`src/rtl/pbg_defines.svh`:
```
// Functional notes
// - Direction and data registers decode at fixed spots on address bits 17:2.
// - Direction bit 1 makes a pin output, 0 makes it input.
// - Direction register is write-only and always reads back all ones.
// - Direction register clears to zero on reset and in hardware standby.
// - Software standby keeps direction, so output pins keep driving.
// - With direction 1 a port read returns the stored latch bit.
// - With direction 0 a port read returns the sampled pin level.
// - Latch clears on reset and hardware standby; holds in software standby.
// - Pin 7: input, latch output, or pattern output 15 by pattern bit 15.
// - Pin 7 feeds DMA channel-1 request on class 1, ADC trigger when enabled.
// - DMA class 1 from select-bit combinations; otherwise class 2.
// - Pin 6: input, latch or pattern 14; feeds DMA channel-0 on class 1.
// - Pin 5 drives compare output B when combined mode and enable both 1.
// - Pin 4 drives compare output A when combined mode and enable both 1.
// - Pin 3 is capture input B when combined and PWM are 0, top I/O bit 1.
`ifndef PBG_DEFINES_SVH
`define PBG_DEFINES_SVH

// Register indices; byte address is four times the index
`define PBG_IDX_DIRECTION 16'hFFD4
`define PBG_IDX_DATA      16'hFFD6

`define PBG_PORT_W        8
`define PBG_RST_DIRECTION 8'h00
`define PBG_RST_LATCH     8'h00
`define PBG_DIR_READBACK  8'hFF

// Field positions in a DMA select vector {a2,a1,a0,b2,b1}
`define PBG_SEL_A2 4
`define PBG_SEL_A1 3
`define PBG_SEL_A0 2
`define PBG_SEL_B2 1
`define PBG_SEL_B1 0

// Pin positions
`define PBG_PIN_DMA1 7
`define PBG_PIN_DMA0 6
`define PBG_PIN_CMPB 5
`define PBG_PIN_CMPA 4
`define PBG_PIN_CAPB 3

`endif

```
`src/rtl/pbg_pkg.sv`:
```
`include "pbg_defines.svh"

package pbg_pkg;

  typedef struct packed {
    logic [`PBG_PORT_W-1:0] dir;
    logic [`PBG_PORT_W-1:0] latch;
    logic [`PBG_PORT_W-1:0] pin_out;
    logic [`PBG_PORT_W-1:0] pin_oe;
    logic                   dma_req1_n;
    logic                   dma_req0_n;
    logic                   adc_trig_n;
    logic                   cap_b;
    logic                   pready;
    logic                   pslverr;
    logic [31:0]            prdata;
  } pbg_state_t;

  typedef logic [4:0] pbg_dma_sel_t;

endpackage : pbg_pkg

```
`src/rtl/pbg_pin_sync.sv`:
```
`timescale 1ns/1ps

// Three-stage pin sampler; a level counts once stages two and three agree
module pbg_pin_sync #(
  parameter int W = 8
) (
  input  wire logic         pclk,
  input  wire logic         presetn,
  input  wire logic [W-1:0] pin,
  output logic      [W-1:0] level
);

  typedef struct packed {
    logic [W-1:0] s1;
    logic [W-1:0] s2;
    logic [W-1:0] s3;
    logic [W-1:0] lvl;
  } pbg_sync_t;

  pbg_sync_t sync_q;
  pbg_sync_t sync_d;
  logic [W-1:0] agree;

  always_comb
  begin
    sync_d     = sync_q;
    agree      = ~(sync_q.s2 ^ sync_q.s3);
    sync_d.s1  = pin;
    sync_d.s2  = sync_q.s1;
    sync_d.s3  = sync_q.s2;
    sync_d.lvl = (agree & sync_q.s3) | (~agree & sync_q.lvl);
  end

  always_ff @(posedge pclk or negedge presetn)
  begin
    if (!presetn)
      sync_q <= '0;
    else
      sync_q <= sync_d;
  end

  assign level = sync_q.lvl;

endmodule : pbg_pin_sync

```
`src/rtl/pbg_top.sv`:
```
// The APB slave port is this design's own decision.
`timescale 1ns/1ps
`include "pbg_defines.svh"

module pbg_top
  import pbg_pkg::*;
(
  input  wire logic        pclk,
  input  wire logic        presetn,
  // APB slave
  input  wire logic        psel,
  input  wire logic        penable,
  input  wire logic        pwrite,
  input  wire logic [31:0] paddr,
  input  wire logic [31:0] pwdata,
  input  wire logic [3:0]  pstrb,
  output logic             pready,
  output logic             pslverr,
  output logic [31:0]      prdata,
  // Power states
  input  wire logic        hw_standby,
  input  wire logic        sw_standby,
  // Package pins
  input  wire logic [7:0]  pb_in,
  output logic      [7:0]  pb_out,
  output logic      [7:0]  pb_oe,
  // Timing pattern unit
  input  wire logic [7:0]  pattern_enable_upper,
  input  wire logic [7:0]  pattern_out,
  // DMA unit
  input  wire logic [4:0]  dma_ch1_select,
  input  wire logic [4:0]  dma_ch0_select,
  output logic             dma_request_ch1_n,
  output logic             dma_request_ch0_n,
  // A/D converter
  input  wire logic        adc_external_trigger_enable,
  output logic             adc_trigger_in_n,
  // Integrated timer unit
  input  wire logic        combined_mode_bit,
  input  wire logic        compare_out_a_enable,
  input  wire logic        compare_out_b_enable,
  input  wire logic        compare_output_a,
  input  wire logic        compare_output_b,
  input  wire logic        ch4_pwm_select,
  input  wire logic        io_control_b_top,
  output logic             ch4_capture_b
);

  localparam pbg_state_t ST_RST = '{
    dir:     `PBG_RST_DIRECTION,
    latch:   `PBG_RST_LATCH,
    pin_out: 8'h00,
    pin_oe:  8'h00,
    dma_req1_n: 1'b1,
    dma_req0_n: 1'b1,
    adc_trig_n: 1'b1,
    cap_b:   1'b0,
    pready:  1'b0,
    pslverr: 1'b0,
    prdata:  32'h0000_0000
  };

  pbg_state_t  state_q;
  pbg_state_t  state_d;
  logic [7:0]  pin_level;
  logic        hit_dir;
  logic        hit_dat;
  logic        acc_start;
  logic        wr_done;
  logic [7:0]  port_read;
  logic [1:0]  mux_b5;
  logic [1:0]  mux_b4;

  pbg_pin_sync #(
    .W (8)
  ) pbg_pin_sync_inst (
    .pclk    (pclk),
    .presetn (presetn),
    .pin     (pb_in),
    .level   (pin_level)
  );

  // DMA setting class 1 from {a2,a1,a0,b2,b1}
  function automatic logic pbg_dma_class1(input pbg_dma_sel_t sel);
    logic pair;
    pair = sel[`PBG_SEL_A2] & sel[`PBG_SEL_A1];
    pbg_dma_class1 =
      (!pair & sel[`PBG_SEL_B2] & sel[`PBG_SEL_B1]) |
      (pair & !sel[`PBG_SEL_A0] & sel[`PBG_SEL_B2]) |
      (pair & sel[`PBG_SEL_A0] & sel[`PBG_SEL_B2] &
       sel[`PBG_SEL_B1]);
  endfunction : pbg_dma_class1

  // Plain port pin: returns {oe, out}
  function automatic logic [1:0] pbg_gpio(
    input logic dir,
    input logic pe,
    input logic tp,
    input logic lat
  );
    pbg_gpio = {dir, (pe ? tp : lat)};
  endfunction : pbg_gpio

  // Address decode matches the index on address bits 17:2 only
  assign hit_dir = (paddr[17:2] == `PBG_IDX_DIRECTION);
  assign hit_dat = (paddr[17:2] == `PBG_IDX_DATA);

  // Output pins read the latch, input pins read the sampled level
  assign port_read = (state_q.dir & state_q.latch) |
                     (~state_q.dir & pin_level);

  assign acc_start = psel & penable & ~state_q.pready;
  assign wr_done   = psel & penable & state_q.pready & pwrite & pstrb[0];

  // Timer compare outputs take the pin ahead of the latch
  assign mux_b5 = (combined_mode_bit & compare_out_b_enable) ?
                  {1'b1, compare_output_b} :
                  pbg_gpio(state_q.dir[5], pattern_enable_upper[5],
                           pattern_out[5], state_q.latch[5]);
  assign mux_b4 = (combined_mode_bit & compare_out_a_enable) ?
                  {1'b1, compare_output_a} :
                  pbg_gpio(state_q.dir[4], pattern_enable_upper[4],
                           pattern_out[4], state_q.latch[4]);

  always_comb
  begin
    state_d        = state_q;
    state_d.pready = 1'b0;

    // One wait state, then the answer
    if (acc_start)
    begin
      state_d.pready  = 1'b1;
      state_d.pslverr = !(hit_dir | hit_dat);
      state_d.prdata  = 32'h0000_0000;
      if (!pwrite)
      begin
        if (hit_dir)
          state_d.prdata = {24'h00_0000, `PBG_DIR_READBACK};
        else if (hit_dat)
          state_d.prdata = {24'h00_0000, port_read};
      end
    end

    // Writes land at the completing edge; held off in software standby
    if (wr_done && !sw_standby)
    begin
      if (hit_dir)
        state_d.dir = pwdata[7:0];
      else if (hit_dat)
        state_d.latch = pwdata[7:0];
    end

    if (hw_standby)
    begin
      state_d.dir   = `PBG_RST_DIRECTION;
      state_d.latch = `PBG_RST_LATCH;
    end

    // Pin drivers
    {state_d.pin_oe[7], state_d.pin_out[7]} =
      pbg_gpio(state_q.dir[7], pattern_enable_upper[7],
               pattern_out[7], state_q.latch[7]);
    {state_d.pin_oe[6], state_d.pin_out[6]} =
      pbg_gpio(state_q.dir[6], pattern_enable_upper[6],
               pattern_out[6], state_q.latch[6]);
    {state_d.pin_oe[5], state_d.pin_out[5]} = mux_b5;
    {state_d.pin_oe[4], state_d.pin_out[4]} = mux_b4;
    for (int i = 0; i < 4; i++)
    begin
      {state_d.pin_oe[i], state_d.pin_out[i]} =
        pbg_gpio(state_q.dir[i], pattern_enable_upper[i],
                 pattern_out[i], state_q.latch[i]);
    end

    // Pin levels handed to other units; idle level when not routed
    state_d.dma_req1_n = pbg_dma_class1(dma_ch1_select) ?
                         pin_level[`PBG_PIN_DMA1] : 1'b1;
    state_d.dma_req0_n = pbg_dma_class1(dma_ch0_select) ?
                         pin_level[`PBG_PIN_DMA0] : 1'b1;
    state_d.adc_trig_n = adc_external_trigger_enable ?
                         pin_level[`PBG_PIN_DMA1] : 1'b1;
    state_d.cap_b   = (!combined_mode_bit && !ch4_pwm_select &&
                       io_control_b_top) ?
                      pin_level[`PBG_PIN_CAPB] : 1'b0;
  end

  always_ff @(posedge pclk or negedge presetn)
  begin
    if (!presetn)
      state_q <= ST_RST;
    else
      state_q <= state_d;
  end

  assign pready            = state_q.pready;
  assign pslverr           = state_q.pslverr;
  assign prdata            = state_q.prdata;
  assign pb_out            = state_q.pin_out;
  assign pb_oe             = state_q.pin_oe;
  assign dma_request_ch1_n = state_q.dma_req1_n;
  assign dma_request_ch0_n = state_q.dma_req0_n;
  assign adc_trigger_in_n  = state_q.adc_trig_n;
  assign ch4_capture_b     = state_q.cap_b;

  // Checks
  logic rd_done;
  assign rd_done = psel & penable & state_q.pready & !pwrite;

  AST_DIR_WRITE: assert property (
    @(posedge pclk) disable iff (!presetn)
    (wr_done && hit_dir && !sw_standby && !hw_standby)
    |=> (state_q.dir == $past(pwdata[7:0])))
    else $error("direction write not stored");

  AST_DIR_OE: assert property (
    @(posedge pclk) disable iff (!presetn)
    !(combined_mode_bit && compare_out_b_enable)
    |=> (pb_oe[5] == $past(state_q.dir[5])))
    else $error("pin enable does not follow direction");

  AST_DIR_READ_ONES: assert property (
    @(posedge pclk) disable iff (!presetn)
    (rd_done && hit_dir) |-> (prdata == 32'h0000_00FF && !pslverr))
    else $error("direction read not all ones");

  AST_HW_STANDBY_CLEAR: assert property (
    @(posedge pclk) disable iff (!presetn)
    hw_standby |=> (state_q.dir == 8'h00 && state_q.latch == 8'h00))
    else $error("hardware standby did not clear");

  AST_SW_STANDBY_HOLD: assert property (
    @(posedge pclk) disable iff (!presetn)
    (sw_standby && !hw_standby) |=> $stable(state_q.dir) &&
    $stable(state_q.latch))
    else $error("software standby lost state");

  AST_READ_LATCH: assert property (
    @(posedge pclk) disable iff (!presetn)
    (rd_done && hit_dat) |->
    ((prdata[7:0] & state_q.dir) == (state_q.latch & state_q.dir)))
    else $error("output pin read not from latch");

  AST_READ_PIN: assert property (
    @(posedge pclk) disable iff (!presetn)
    (rd_done && hit_dat && $stable(state_q.dir)) |->
    ((prdata[7:0] & ~state_q.dir) ==
     ($past(pin_level) & ~state_q.dir)))
    else $error("input pin read not from pin");

  AST_PIN7_PATTERN: assert property (
    @(posedge pclk) disable iff (!presetn)
    (state_q.dir[7] && pattern_enable_upper[7])
    |=> (pb_oe[7] && pb_out[7] == $past(pattern_out[7])))
    else $error("pin 7 pattern output wrong");

  AST_DMA1_ROUTE: assert property (
    @(posedge pclk) disable iff (!presetn)
    1'b1 |=> (dma_request_ch1_n ==
              (pbg_dma_class1($past(dma_ch1_select)) ?
               $past(pin_level[7]) : 1'b1)))
    else $error("channel 1 request routing wrong");

  AST_DMA_CLASS: assert property (
    @(posedge pclk) disable iff (!presetn)
    (dma_ch0_select == 5'h1E) |=> dma_request_ch0_n)
    else $error("class 2 select must not route pin");

  AST_DMA0_ROUTE: assert property (
    @(posedge pclk) disable iff (!presetn)
    (dma_ch0_select == 5'h03 && !pin_level[6]) |=> !dma_request_ch0_n)
    else $error("channel 0 request not routed");

  AST_CMPB_PRIO: assert property (
    @(posedge pclk) disable iff (!presetn)
    (combined_mode_bit && compare_out_b_enable)
    |=> (pb_oe[5] && pb_out[5] == $past(compare_output_b)))
    else $error("compare B does not own pin 5");

  AST_CMPA_PRIO: assert property (
    @(posedge pclk) disable iff (!presetn)
    (combined_mode_bit && compare_out_a_enable)
    |=> (pb_oe[4] && pb_out[4] == $past(compare_output_a)))
    else $error("compare A does not own pin 4");

  AST_CAPB: assert property (
    @(posedge pclk) disable iff (!presetn)
    (combined_mode_bit || ch4_pwm_select || !io_control_b_top)
    |=> !ch4_capture_b)
    else $error("capture B passed while not selected");

  AST_LATCH_YIELDS: assert property (
    @(posedge pclk) disable iff (!presetn)
    (combined_mode_bit && compare_out_a_enable &&
     !state_q.dir[4]) |=> pb_oe[4])
    else $error("alternate output did not win");

  AST_LATCH_WRITE: assert property (
    @(posedge pclk) disable iff (!presetn)
    (wr_done && hit_dat && !sw_standby && !hw_standby)
    |=> (state_q.latch == $past(pwdata[7:0])))
    else $error("data write not stored");

  AST_UNMAPPED_ERR: assert property (
    @(posedge pclk) disable iff (!presetn)
    (psel && penable && pready) |-> (pslverr == !(hit_dir || hit_dat)))
    else $error("error response does not match decode");

  AST_SW_STANDBY_DRIVE: assert property (
    @(posedge pclk) disable iff (!presetn)
    (sw_standby && !hw_standby && !combined_mode_bit)
    |=> (pb_oe == $past(state_q.dir)))
    else $error("software standby changed pin drive");

  AST_PIN7_LATCH: assert property (
    @(posedge pclk) disable iff (!presetn)
    (state_q.dir[7] && !pattern_enable_upper[7])
    |=> (pb_oe[7] && pb_out[7] == $past(state_q.latch[7])))
    else $error("pin 7 latch output wrong");

  AST_PIN6_PATTERN: assert property (
    @(posedge pclk) disable iff (!presetn)
    (state_q.dir[6] && pattern_enable_upper[6])
    |=> (pb_oe[6] && pb_out[6] == $past(pattern_out[6])))
    else $error("pin 6 pattern output wrong");

  AST_ADC_ROUTE: assert property (
    @(posedge pclk) disable iff (!presetn)
    adc_external_trigger_enable |=>
    (adc_trigger_in_n == $past(pin_level[`PBG_PIN_DMA1])))
    else $error("trigger input not routed");

  CVR_DATA_READ: cover property (
    @(posedge pclk) disable iff (!presetn)
    rd_done && hit_dat && state_q.dir != 8'h00);

  CVR_DIR_WRITE: cover property (
    @(posedge pclk) disable iff (!presetn)
    wr_done && hit_dir);

  CVR_CMPB_OWN: cover property (
    @(posedge pclk) disable iff (!presetn)
    combined_mode_bit && compare_out_b_enable ##1 pb_oe[5]);

  CVR_DMA1_REQ: cover property (
    @(posedge pclk) disable iff (!presetn)
    !dma_request_ch1_n);

endmodule : pbg_top

```
`config.mk`:
```
export PLATFORM = sky130hd
export DESIGN_NAME = pbg_top
export DESIGN_NICKNAME = d
export VERILOG_FILES = /design/src/rtl/pbg_pkg.sv /design/src/rtl/pbg_pin_sync.sv /design/src/rtl/pbg_top.sv
export VERILOG_INCLUDE_DIRS = /design/src /design/src/rtl
export SDC_FILE = /design/constraint.sdc
export NUM_CORES = 1
export LEC_CHECK = 0
export ABC_AREA = 1
export BUFFER_PORTS_ARGS = -buffer_cell sky130_fd_sc_hd__buf_2
export CAP_MARGIN = 20
export CORE_AREA = 5 5 93 95
export DETAILED_ROUTE_END_ITERATION = 16
export DIE_AREA = 0 0 98 100
export PLACE_DENSITY = 0.77
export SYNTH_ARGS = -nofsm -noshare
export SYNTH_HDL_FRONTEND = slang
export SYNTH_SLANG_ARGS = --single-unit
```
`constraint.sdc`:
```
create_clock -name pclk -period 1.4 [get_ports pclk]
set_input_delay 0.14 -clock pclk [delete_from_list [all_inputs] [get_ports pclk]]
set_output_delay 0.14 -clock pclk [all_outputs]
set_load 0.01 [all_outputs]
```
## Yosys cells after proc, flatten, opt, wreduce, memory -nomap -nowiden

Index checks and enable logic that the tools add are counted.

| storage, ports and cells | value |
|---|---|
| register bits | 102 |
| bits of input ports | 117 |
| output and inout bits | 54 |

| cells by class | value |
|---|---|
| eq/ne operators | 3 |
| muxes and demuxes | 23 |
| bitwise logic cells | 39 |
| reductions and logical operators | 16 |

Operators by type and width:

| operator | count |
|---|---|
| 8-bit 2-to-1 mux | 6 |
| 34-bit 2-to-1 mux | 1 |
| 8-bit bitwise AND | 4 |
| 16-bit equality test (second input constant) | 2 |
| 16-bit 2-to-1 mux | 2 |
| 8-bit inverter | 3 |
| 1-bit bitwise AND | 23 |
| 8-bit OR | 2 |
| 1-bit 2-to-1 mux | 12 |
| 1-bit logical NOT | 8 |
| 8-bit bitwise XOR | 1 |
| 2-bit nonzero test | 3 |
| 1-bit OR | 5 |
| 2-bit 2-to-1 mux | 2 |
| 1-bit logical AND | 3 |
| 3-bit AND reduction | 1 |
| 2-bit != test (second input constant) | 1 |
| 2-bit AND reduction | 1 |
| 1-bit inverter | 1 |

## Logic depth before layout (Yosys ltp)

Gate-level depths: netlist (run 1).

| depth | value |
|---|---|
| depth after elaboration | 7 |
| gate-level depth with buffers | 9 |
| depth with buffers taken out | 8 |

## Cells and area by module

From an unflattened synthesis (run 1), not the netlist that was laid out.

| second synthesis, totals | value |
|---|---|
| cells, all modules | 376 |
| area total of the unflattened synthesis | 3498.4 µm² |

By module, submodules not included:

| module | instances | cells each | area each (µm²) | seq. area each (µm²) |
|---|---|---|---|---|
| pbg_top | 1 | 304 | 2507.4 | 1154.9 |
| pbg_pin_sync | 1 | 72 | 991.0 | 800.8 |

## Worst setup path after synthesis (run 1)

OpenSTA, ideal clock, no wires.

| path | value |
|---|---|
| kind | flip-flop to flip-flop |
| from | register state_q (netlist bit pready) |
| to | register state_q (netlist bit state_d[38]) |
| library setup time | 0.118 ns |
| arrival time | 1.079 ns |
| required time | 1.282 ns |
| slack | 0.203 ns |
| stages on the path, launching flop included | 6 |
| clock period less this slack | 1.197 ns |
| cells stage by stage | dfrtp_1 -> nand4_1 -> nor2_4 -> nand3_2 -> nand3_1 -> nand2_1 |

| between the ends | value |
|---|---|
| longest elaborated chain between the ends | 6 |

Ends and longest elaborated chain:

| what | line | source |
|---|---|---|
| start, declared | pbg_top.sv:63 | `pbg_state_t state_q;` |
| start signal, assigned | pbg_top.sv:193 | `state_q <= state_d;` |
| 1-bit bitwise AND | n/a |  |
| 1-bit bitwise AND (2 in series) | pbg_top.sv:113 | `assign wr_done = psel & penable & state_q.pready & pwrite & pstrb[0];` |
| 1-bit logical AND | pbg_top.sv:146 | `if (wr_done && !sw_standby)` |
| 2-bit nonzero test (no source line) | n/a |  |
| 2-bit AND reduction (no source line) | n/a |  |

Every way passes these cells.
A chain may end at the register's enable or synchronous reset.

==> results.yml, run 1 <==
final_layout:
  drive_gt1_frac: 0.331
  syn_to_final_growth_pct: 22.6
  layout_common_cells: "buf_2 (102), nand2_1 (92), dfrtp_1 (75)"
  antennaDiodeCount: 0
  fill_cells: 721
  final_nets: 562
  seq_area_um2: 1960
  multi_input_area_um2: 987
  final_common_cell: "buf_2"
  design_area_um2: 4110
floorplan:
  die_area_um2: 9800
  io_pins: 171
  die_y_um: 100
  coreArea_um2: 7650
  placementRows: 32
  die_w_um: 98
  start_util: 0.438
setup_path:
  crit_type: "register to register"
  crit_path_cell_trace: "inv_1, o211ai_1, dlygate4sd3_1"
  cp-end-kind: "register"
  slowest_delay_ns: 0.58
  cp.required_ns: 1.67
  cp_slowest_cell: "dlygate4sd3_1"
  start_kind: "register"
  cp_data_arrival_time_ns: 1.54
  cp_max_fo: 3
timing:
  setup-violations-final: 0
  finalCriticalPeriod_ns: 1.26
  setup-tns-final_ns: 0
  grt_setup_unrepaired: "no"
  fmax_mhz: 791
  clock_skew_ns: 0.00744
  period_share: 0.903
  hold_viol: 0
  final_max_slew_viol_count: 0
clock_tree:
  insertion_delay_ns: 0.34
  htreeDepth: 3
  path_clk_slew_ns: 0.08
  root_buffer: "clkbuf_8"
  post_cts_buffers: 0
  clock_path_buffers: 2
  cts.sinks: 78
  cts_resized: 0
  cts_tree: "done"
  cts_buffers: 9
place:
  dp_hpwl_um: 5140
  place_congestion: 0.778
  io_buffers: 103
  placed_cell_area_um2: 3750
synthesis:
  synth_cell_types: 25
  synth.ff_latch_count: 78
  netlist_area_um2: 3350
  seq_area_frac_synth: 0.584
  ys.warnings.count: 0
  syn_inst: 339
  syn_avg_cell_area_um2: 9.88
global_route:
  met2_usage: 0.253
  grt_max_degree: 36
  grtUsageMet1: 0.164
  antenna_found_initial: 0
  grt_pass1_vias: 2470
  use_met3: 0.0417
  top_usage_layer: "met2"
  gr-total-overflow: 0
  grt_pass1_wl_um: 11200
  grt_usage: 0.146
drt:
  vias_per_cell: 4.30
  detail_route.first_pass.iterations: 4
  wl_per_cell_um: 12.3
  first_iter_violations: 85
  drc: 0
  final_antenna_net_count: 0
  route.vias.total: 2375
  finalWirelength_um: 6810
power:
  pwr_density_cell_nw_per_um2: 1080
  p_comb_frac: 0.091
  p_int_uw: 3400
  cellLeakagePower_uw: 0.00231
  pwr-share-seq: 0.537
  ir_drop_uv: 518
  power_frac_clock: 0.372
  switching_power_uw: 1030
  sw_frac_of_total: 0.233
hold_path:
  hp-class: "input port to register"
flow_run:
  maxCapViolations: 0
status:
  status: "completed"
metal layers:
metal / routed length [um] / up-vias
li1: - / 1205
met1: 2650 / 1081
met2: 3510 / 75
met3: 496 / 14
met4: 156 / 0
met5: 0 / -
per-stage QoR:
step,std cells,util,power [uW],hold WS [ns],worst slack [ns]
final,552,0.537,4430,0.0320,0.136
after global routing,552,0.537,4650,0.00731,0.0538
after CTS,552,0.537,4500,0.00914,0.172
after detailed placement,520,0.490,2800,0.0785,0.179
after global placement,520,0.490,2780,0.0704,0.203
after floorplan,362,-,2650,-0.156,0.203
logic make-up after synthesis:
group | share of synthesized area
simple gates | 0.206
mux | 0.0202
other cells | 0.00112
flops | 0.584
fa+ha+maj | 0.0239
compound gates | 0.0172
buf+inv | 0.147
worst max-delay path, delay by kind of cell, from the launching register on:
kind	cells	cell delay, ns
buffers and inverters	2	0.70
flip-flops	1	0.39
AO/OA/AOI/OAI	1	0.11
power groups by stage:
stage / sequential (uW) / clock [uW] / combinational, uW
CTS: 2380 / 1710 / 407
floorplan: 2420 / 0 / 227
detailed placement: 2420 / 0 / 372
global route: 2390 / 1810 / 457
finish: 2380 / 1650 / 404
global placement: 2420 / 0 / 360
cell type report:
class	count	area share
flip-flops and latches	78	0.476
clock buffers	11	0.0344
multi-input cells	202	0.240
repair buffers	123	0.175
inverters	31	0.0286
well taps	102	0.0311
clock inverters	5	0.0143
final timing paths:
path                                                        start                                endpoint  slack, ns  depth (start not counted)
setup / recovery                                         register             dma_request_ch1_n$_DFF_PN1_       0.14                          3
hold / removal                                     pattern_out[7]                     pb_out[7]$_DFF_PN0_       0.03                          2
setup reg to reg                                         register             dma_request_ch1_n$_DFF_PN1_       0.14                          3
min in group asynchronous                                 presetn  pbg_pin_sync_inst.sync_d[23]$_DFF_PN0_       0.25                          2
hold reg to reg            pbg_pin_sync_inst.sync_d[18]$_DFF_PN0_  pbg_pin_sync_inst.sync_d[10]$_DFF_PN0_       0.35                          0
max in group asynchronous                                 presetn                     pb_out[3]$_DFF_PN0_       0.58                          3
repair_timing:
| item | 4_1_cts | 5_1_grt |
|---|---|---|
| hold buffers | 16 | 0 |
| endpoints found under the setup margin | 0 | 0 |
| endpoints found under the hold margin | 37 | 0 |
cells in the mapped netlist:
| library cell | count | area, um2 |
|---|---|---|
| o21ai_0 | 6 | 30.0 |
| buf_2 | 1 | 5.00 |
| buf_1 | 1 | 3.75 |
| a31oi_1 | 2 | 12.5 |
| dfrtp_1 | 75 | 1880 |
| nand2_2 | 3 | 18.8 |
| nand4_1 | 1 | 6.26 |
| nor2_4 | 2 | 22.5 |
| buf_4 | 49 | 368 |
| nand3_4 | 1 | 17.5 |
| inv_1 | 25 | 93.8 |
| conb_1 | 1 | 3.75 |
| nor2_2 | 4 | 25.0 |
| dfstp_2 | 3 | 78.8 |
| nand3_1 | 33 | 165 |
| nor2_1 | 15 | 56.3 |
| mux2_2 | 6 | 67.6 |
| nor2_8 | 1 | 20.0 |
| nor3_1 | 1 | 5.00 |
| clkinv_2 | 1 | 5.00 |
| nand3_2 | 1 | 10.0 |
| o211ai_1 | 2 | 15.0 |
| inv_2 | 5 | 18.8 |
| nand2_1 | 92 | 345 |
| maj3_1 | 8 | 80.1 |
Note: power is estimated with default switching activity, not from simulation.
==> run 2: changes to the inputs <==
--- a/config.mk
+++ b/config.mk
@@ -9,10 +9,10 @@
 export ABC_AREA = 1
 export BUFFER_PORTS_ARGS = -buffer_cell sky130_fd_sc_hd__buf_2
 export CAP_MARGIN = 20
-export CORE_AREA = 5 5 93 95
+export CORE_AREA = 5 5 77 114
 export DETAILED_ROUTE_END_ITERATION = 16
-export DIE_AREA = 0 0 98 100
-export PLACE_DENSITY = 0.77
+export DIE_AREA = 0 0 82 119
+export PLACE_DENSITY = 0.78
 export SYNTH_ARGS = -nofsm -noshare
 export SYNTH_HDL_FRONTEND = slang
 export SYNTH_SLANG_ARGS = --single-unit
==> run 2 against run 1 <==
  * Die area fell by 0.43%
  * Clock skew is 0.0023 ns lower
  * Clock power increased by 27%
  * Sequential power hardly changed
  * Via count increased by 1.1%
  * Worst setup slack lost 0.030 ns
  * Critical endpoint is now ch4_capture_b$_DFF_PN0_
==> results.yml, run 2 (synthesis results as in run 1) <==
power:
  cellLeakagePower_uw: 0.00235
  ir_drop_uv: 739
  pwr_density_cell_nw_per_um2: 1170
clock_tree:
  root_buffer: "clkbuf_16"
  path_clk_slew_ns: 0.05
  insertion_delay_ns: 0.33
  cts_tree: "done"
  cts_buffers: 9
  cts.sinks: 78
  htreeDepth: 3
  clock_path_buffers: 2
  cts_resized: 0
drt:
  detail_route.first_pass.iterations: 4
  first_iter_violations: 106
  wl_per_cell_um: 12.5
  route.vias.total: 2402
  drc: 0
  vias_per_cell: 4.35
  final_antenna_net_count: 0
  finalWirelength_um: 6900
status:
  status: "completed"
final_layout:
  syn_to_final_growth_pct: 24.8
  fill_cells: 723
  final_nets: 562
  instances_no_fill: 552
  drive_gt1_frac: 0.324
  antennaDiodeCount: 0
  design_area_um2: 4180
  layout_common_cells: "buf_2 (102), nand2_1 (92), dfrtp_1 (75)"
  final_common_cell: "buf_2"
global_route:
  grt_pass1_wl_um: 11500
  gr-total-overflow: 0
  grt_pass1_vias: 2512
  grt_usage: 0.156
  antenna_found_initial: 0
  grt_max_degree: 39
place:
  place_ws_ns: 0.149
  io_buffers: 103
  place_congestion: 0.774
  placed_cells: 520
  dp_hpwl_um: 5230
  placed_cell_area_um2: 3750
floorplan:
  start_util: 0.440
  die_y_um: 119
  io_pins: 171
  die_area_um2: 9760
  coreArea_um2: 7610
  die_w_um: 82
  placementRows: 39
setup_path:
  cp-end-kind: "register"
  start_kind: "input port"
  cp.required_ns: 1.67
  crit_type: "input port to register"
  cp_data_arrival_time_ns: 1.56
  rr_worst_depth: 3
  cp_max_fo: 1
timing:
  period_share: 0.925
  fmax_mhz: 772
  setup_ws_ns: 0.105
  finalCriticalPeriod_ns: 1.29
  grt_setup_unrepaired: "no"
  final_max_slew_viol_count: 0
  clock_skew_ns: 0.00515
  hold_viol: 0
  setup-tns-final_ns: 0
  setup-violations-final: 0
flow_run:
  maxCapViolations: 0
hold_path:
  holdPathStages: 2
  hp-class: "input port to register"
-- run 2: final timing paths --
path | slack, ns | from | end
max | 0.11 | ch4_pwm_select | ch4_capture_b$_DFF_PN0_
min in group asynchronous | 0.27 | presetn | pbg_pin_sync_inst.sync_d[22]$_DFF_PN0_
max reg2reg | 0.13 | register | ch4_capture_b$_DFF_PN0_
min | 0.05 | pattern_out[0] | pb_out[0]$_DFF_PN0_
min reg2reg | 0.35 | pbg_pin_sync_inst.sync_d[22]$_DFF_PN0_ | pbg_pin_sync_inst.sync_d[14]$_DFF_PN0_
max in group asynchronous | 0.55 | presetn | dma_request_ch1_n$_DFF_PN1_
-- run 2: critical path, cell delays in order --
cell and delay, ns:
dlygate4sd3_1 0.52, buf_2 0.13, nor3_1 0.20, dlygate4sd3_1 0.57
-- run 2: per-stage QoR --
stage                      util  hold WS [ns]  total power [uW]
final                     0.549        0.0453              4880
after global routing      0.549        0.0284              5100
after CTS                 0.549        0.0245              4960
after detailed placement  0.492        0.0856              2800
after global placement    0.492        0.0796              2780
after floorplan               -        -0.156              2650
-- run 2: area by class of cell --
type | instances | area, um2 | area share
clock inverters | 1 | 5.00 | 0.00120
clock buffers | 15 | 268 | 0.0640
inverters | 31 | 118 | 0.0281
well taps | 102 | 128 | 0.0305
flip-flops and latches | 78 | 1960 | 0.468
multi-input cells | 202 | 987 | 0.236
repair buffers | 123 | 721 | 0.172
-- run 2: report_power, final --
part,internal (uW),total [uW],switching (uW)
clock network,1300,2090,797
logic,183,402,219
registers,2350,2380,37.1
-- run 2: timing repair --
item	in CTS	in global routing
hold buffers	16	0
endpoints found under the hold margin	37	0
setup buffers	0	0
-- run 2: per-layer routing --
| layer | vias up | share of wire | global-route usage |
|---|---|---|---|
| met5 | - | 0 | 0 |
| met4 | 0 | 0.029 | 0.0769 |
| met3 | 13 | 0.072 | 0.0408 |
| met2 | 85 | 0.53 | 0.271 |
| met1 | 1102 | 0.37 | 0.170 |
| li1 | 1202 | - | - |
==> run 3: changes to the inputs <==
--- a/config.mk
+++ b/config.mk
@@ -6,13 +6,12 @@
 export SDC_FILE = /design/constraint.sdc
 export NUM_CORES = 1
 export LEC_CHECK = 0
-export ABC_AREA = 1
 export BUFFER_PORTS_ARGS = -buffer_cell sky130_fd_sc_hd__buf_2
 export CAP_MARGIN = 20
 export CORE_AREA = 5 5 77 114
 export DETAILED_ROUTE_END_ITERATION = 16
 export DIE_AREA = 0 0 82 119
-export PLACE_DENSITY = 0.78
+export PLACE_DENSITY = 0.77
 export SYNTH_ARGS = -nofsm -noshare
 export SYNTH_HDL_FRONTEND = slang
 export SYNTH_SLANG_ARGS = --single-unit
==> run 3 against run 2 <==
  * Fmax is 5.4% lower
  * Clock-buffer cell count decreased by 3
  * Via count down 4.2%
  * Sequential power barely moved
  * Cell count down 12%
==> results.yml, run 3 <==
status:
  status: "completed"
final_layout:
  multi_input_area_um2: 1030
  antennaDiodeCount: 0
  instances_no_fill: 484
  final_common_cell: "buf_2"
  final_nets: 494
  seq_area_um2: 1960
  drive_gt1_frac: 0.390
  layout_common_cells: "buf_2 (102), dfrtp_1 (75), conb_1 (24)"
  syn_to_final_growth_pct: 26.7
  fill_cells: 676
synthesis:
  syn_avg_cell_area_um2: 12.1
  seq_area_frac_synth: 0.590
  netlist_area_um2: 3310
  synth_edf_count: 0
  synth.ff_latch_count: 78
  synth_top_area_share: 0.567
  ys.warnings.count: 0
  synthArstFlopShare: 1.00
  synth_cell_types: 32
  ys_top_cells_by_count: "dfrtp_1 (75), buf_4 (48), o21ai_0 (19), a21oi_1 (18), nand2_1 (16)"
  synth_ff_type: "dfrtp_1"
  yosysTopAreaCell: "dfrtp_1"
  synth_area_leaders: "dfrtp_1 (57%), buf_4 (11%), mux2i_1 (3.0%)"
  synth.most_common_cell: "dfrtp_1"
  syn_inst: 274
setup_path:
  crit_type: "register to register"
  cp.required_ns: 1.64
  cp-end-kind: "register"
  crit_path_cell_trace: "and4b_1, and4b_2, buf_12, nand4b_1, a21oi_1"
  start_kind: "register"
  cp_slowest_cell: "dfrtp_1"
  cp_max_fo: 16
  rr_worst_depth: 5
  slowest_delay_ns: 0.36
  cp_data_arrival_time_ns: 1.61
drt:
  first_iter_violations: 94
  vias_per_cell: 4.76
  wl_per_cell_um: 14.4
  drc: 0
  final_antenna_net_count: 0
  detail_route.first_pass.iterations: 4
  finalWirelength_um: 6960
  route.vias.total: 2302
place:
  placed_cells: 451
  place_congestion: 0.756
  io_buffers: 103
  place_ws_ns: -0.230
  dp_hpwl_um: 5130
clock_tree:
  insertion_delay_ns: 0.32
  htreeDepth: 3
  cts_buffers: 9
  cts.sinks: 78
  clock_path_buffers: 2
  root_buffer: "clkbuf_16"
  cts_tree: "done"
  path_clk_slew_ns: 0.06
flow_run:
  maxCapViolations: 0
floorplan:
  start_util: 0.435
  die_area_um2: 9760
  die_y_um: 119
  io_pins: 171
  die_w_um: 82
  placementRows: 39
  coreArea_um2: 7610
timing:
  hold_slack_ns: 0.0447
  clock_skew_ns: 0.00375
  setup-violations-final: 0
  period_share: 0.978
  setup_ws_ns: 0.0308
  finalCriticalPeriod_ns: 1.37
  hold_viol: 0
  fmax_mhz: 730
  grt_setup_unrepaired: "yes"
  final_max_slew_viol_count: 0
  setup-tns-final_ns: 0
global_route:
  gr-total-overflow: 0
  grt_max_degree: 32
  antenna_found_initial: 1
  grt_usage: 0.151
  grt_pass1_wl_um: 11300
  grt_pass1_vias: 2460
power:
  ir_drop_uv: 795
  cellLeakagePower_uw: 0.00207
  pwr_density_cell_nw_per_um2: 1210
hold_path:
  holdPathStages: 2
  hp-class: "input port to register"
==> run 3: final cells by class <==
cell class | count | share of cell area
clock buffers | 12 | 0.0611
multi-input cells | 159 | 0.245
well taps | 102 | 0.0304
clock inverters | 4 | 0.0107
repair buffers | 128 | 0.186
flip-flops and latches | 78 | 0.466
inverters | 1 | 0.000895
==> run 3: path summary, 6_finish.rpt <==
| kind | start | endpoint | slack, ns |
|---|---|---|---|
| worst max-delay path | pready$_DFF_PN0_ | state_d[38]$_DFFE_PN0P_ | 0.03 |
| worst min-delay path | pattern_out[7] | pb_out[7]$_DFF_PN0_ | 0.04 |
| worst max register to register | pready$_DFF_PN0_ | state_d[38]$_DFFE_PN0P_ | 0.03 |
| worst min register to register | pbg_pin_sync_inst.sync_d[18]$_DFF_PN0_ | pbg_pin_sync_inst.sync_d[10]$_DFF_PN0_ | 0.35 |
| max in group asynchronous | presetn | prdata[2]$_DFFE_PN0P_ | 0.60 |
| min in group asynchronous | presetn | async pin | 0.29 |
==> run 3: logic make-up after synthesis <==
| group | share of synthesized area |
|---|---|
| simple gates | 0.131 |
| fa+ha+maj | 0.0242 |
| buf+inv | 0.125 |
| mux | 0.0506 |
| flops | 0.590 |
| compound gates | 0.0771 |
| other cells | 0.00113 |
==> run 3: what timing repair did <==
| item | in CTS | in global routing |
|---|---|---|
| endpoints found under the setup margin | 21 | 12 |
| setup buffers | 3 | 0 |
| pin swaps | 5 | 4 |
| hold buffers | 14 | 0 |
| endpoints found under the hold margin | 36 | 0 |
| resized for setup | 1 | 11 |
==> run 3: critical path: cells and delay by family, from the launching register on <==
family                 cells  cell delay, ns
buffers and inverters      1            0.14
AO/OA/AOI/OAI              1            0.18
flip-flops                 1            0.36
AND/OR/NAND/NOR            3            0.61
==> run 3: through the flow <==
stage,power (uW),util,instance area (um2)
final,5070,0.551,4200
after global routing,5270,0.551,4200
after CTS,5150,0.551,4200
after floorplan,2640,-,3410
after global placement,2780,0.490,3730
after detailed placement,2800,0.490,3730
==> run 3: layer usage <==
metal  up-vias  global-route usage  routed length, um
met5         -                   0                 11
met4         2              0.0780                168
met3        15              0.0332                508
met2        94               0.262               3730
met1      1106               0.168               2540
li1       1085                   -                  -
==> run 3: report_power, final <==
group | internal, uW | switching, uW
Combinational | 196 | 206
Sequential | 2350 | 38.3
Clock | 1470 | 819
Total | 4010 | 1060
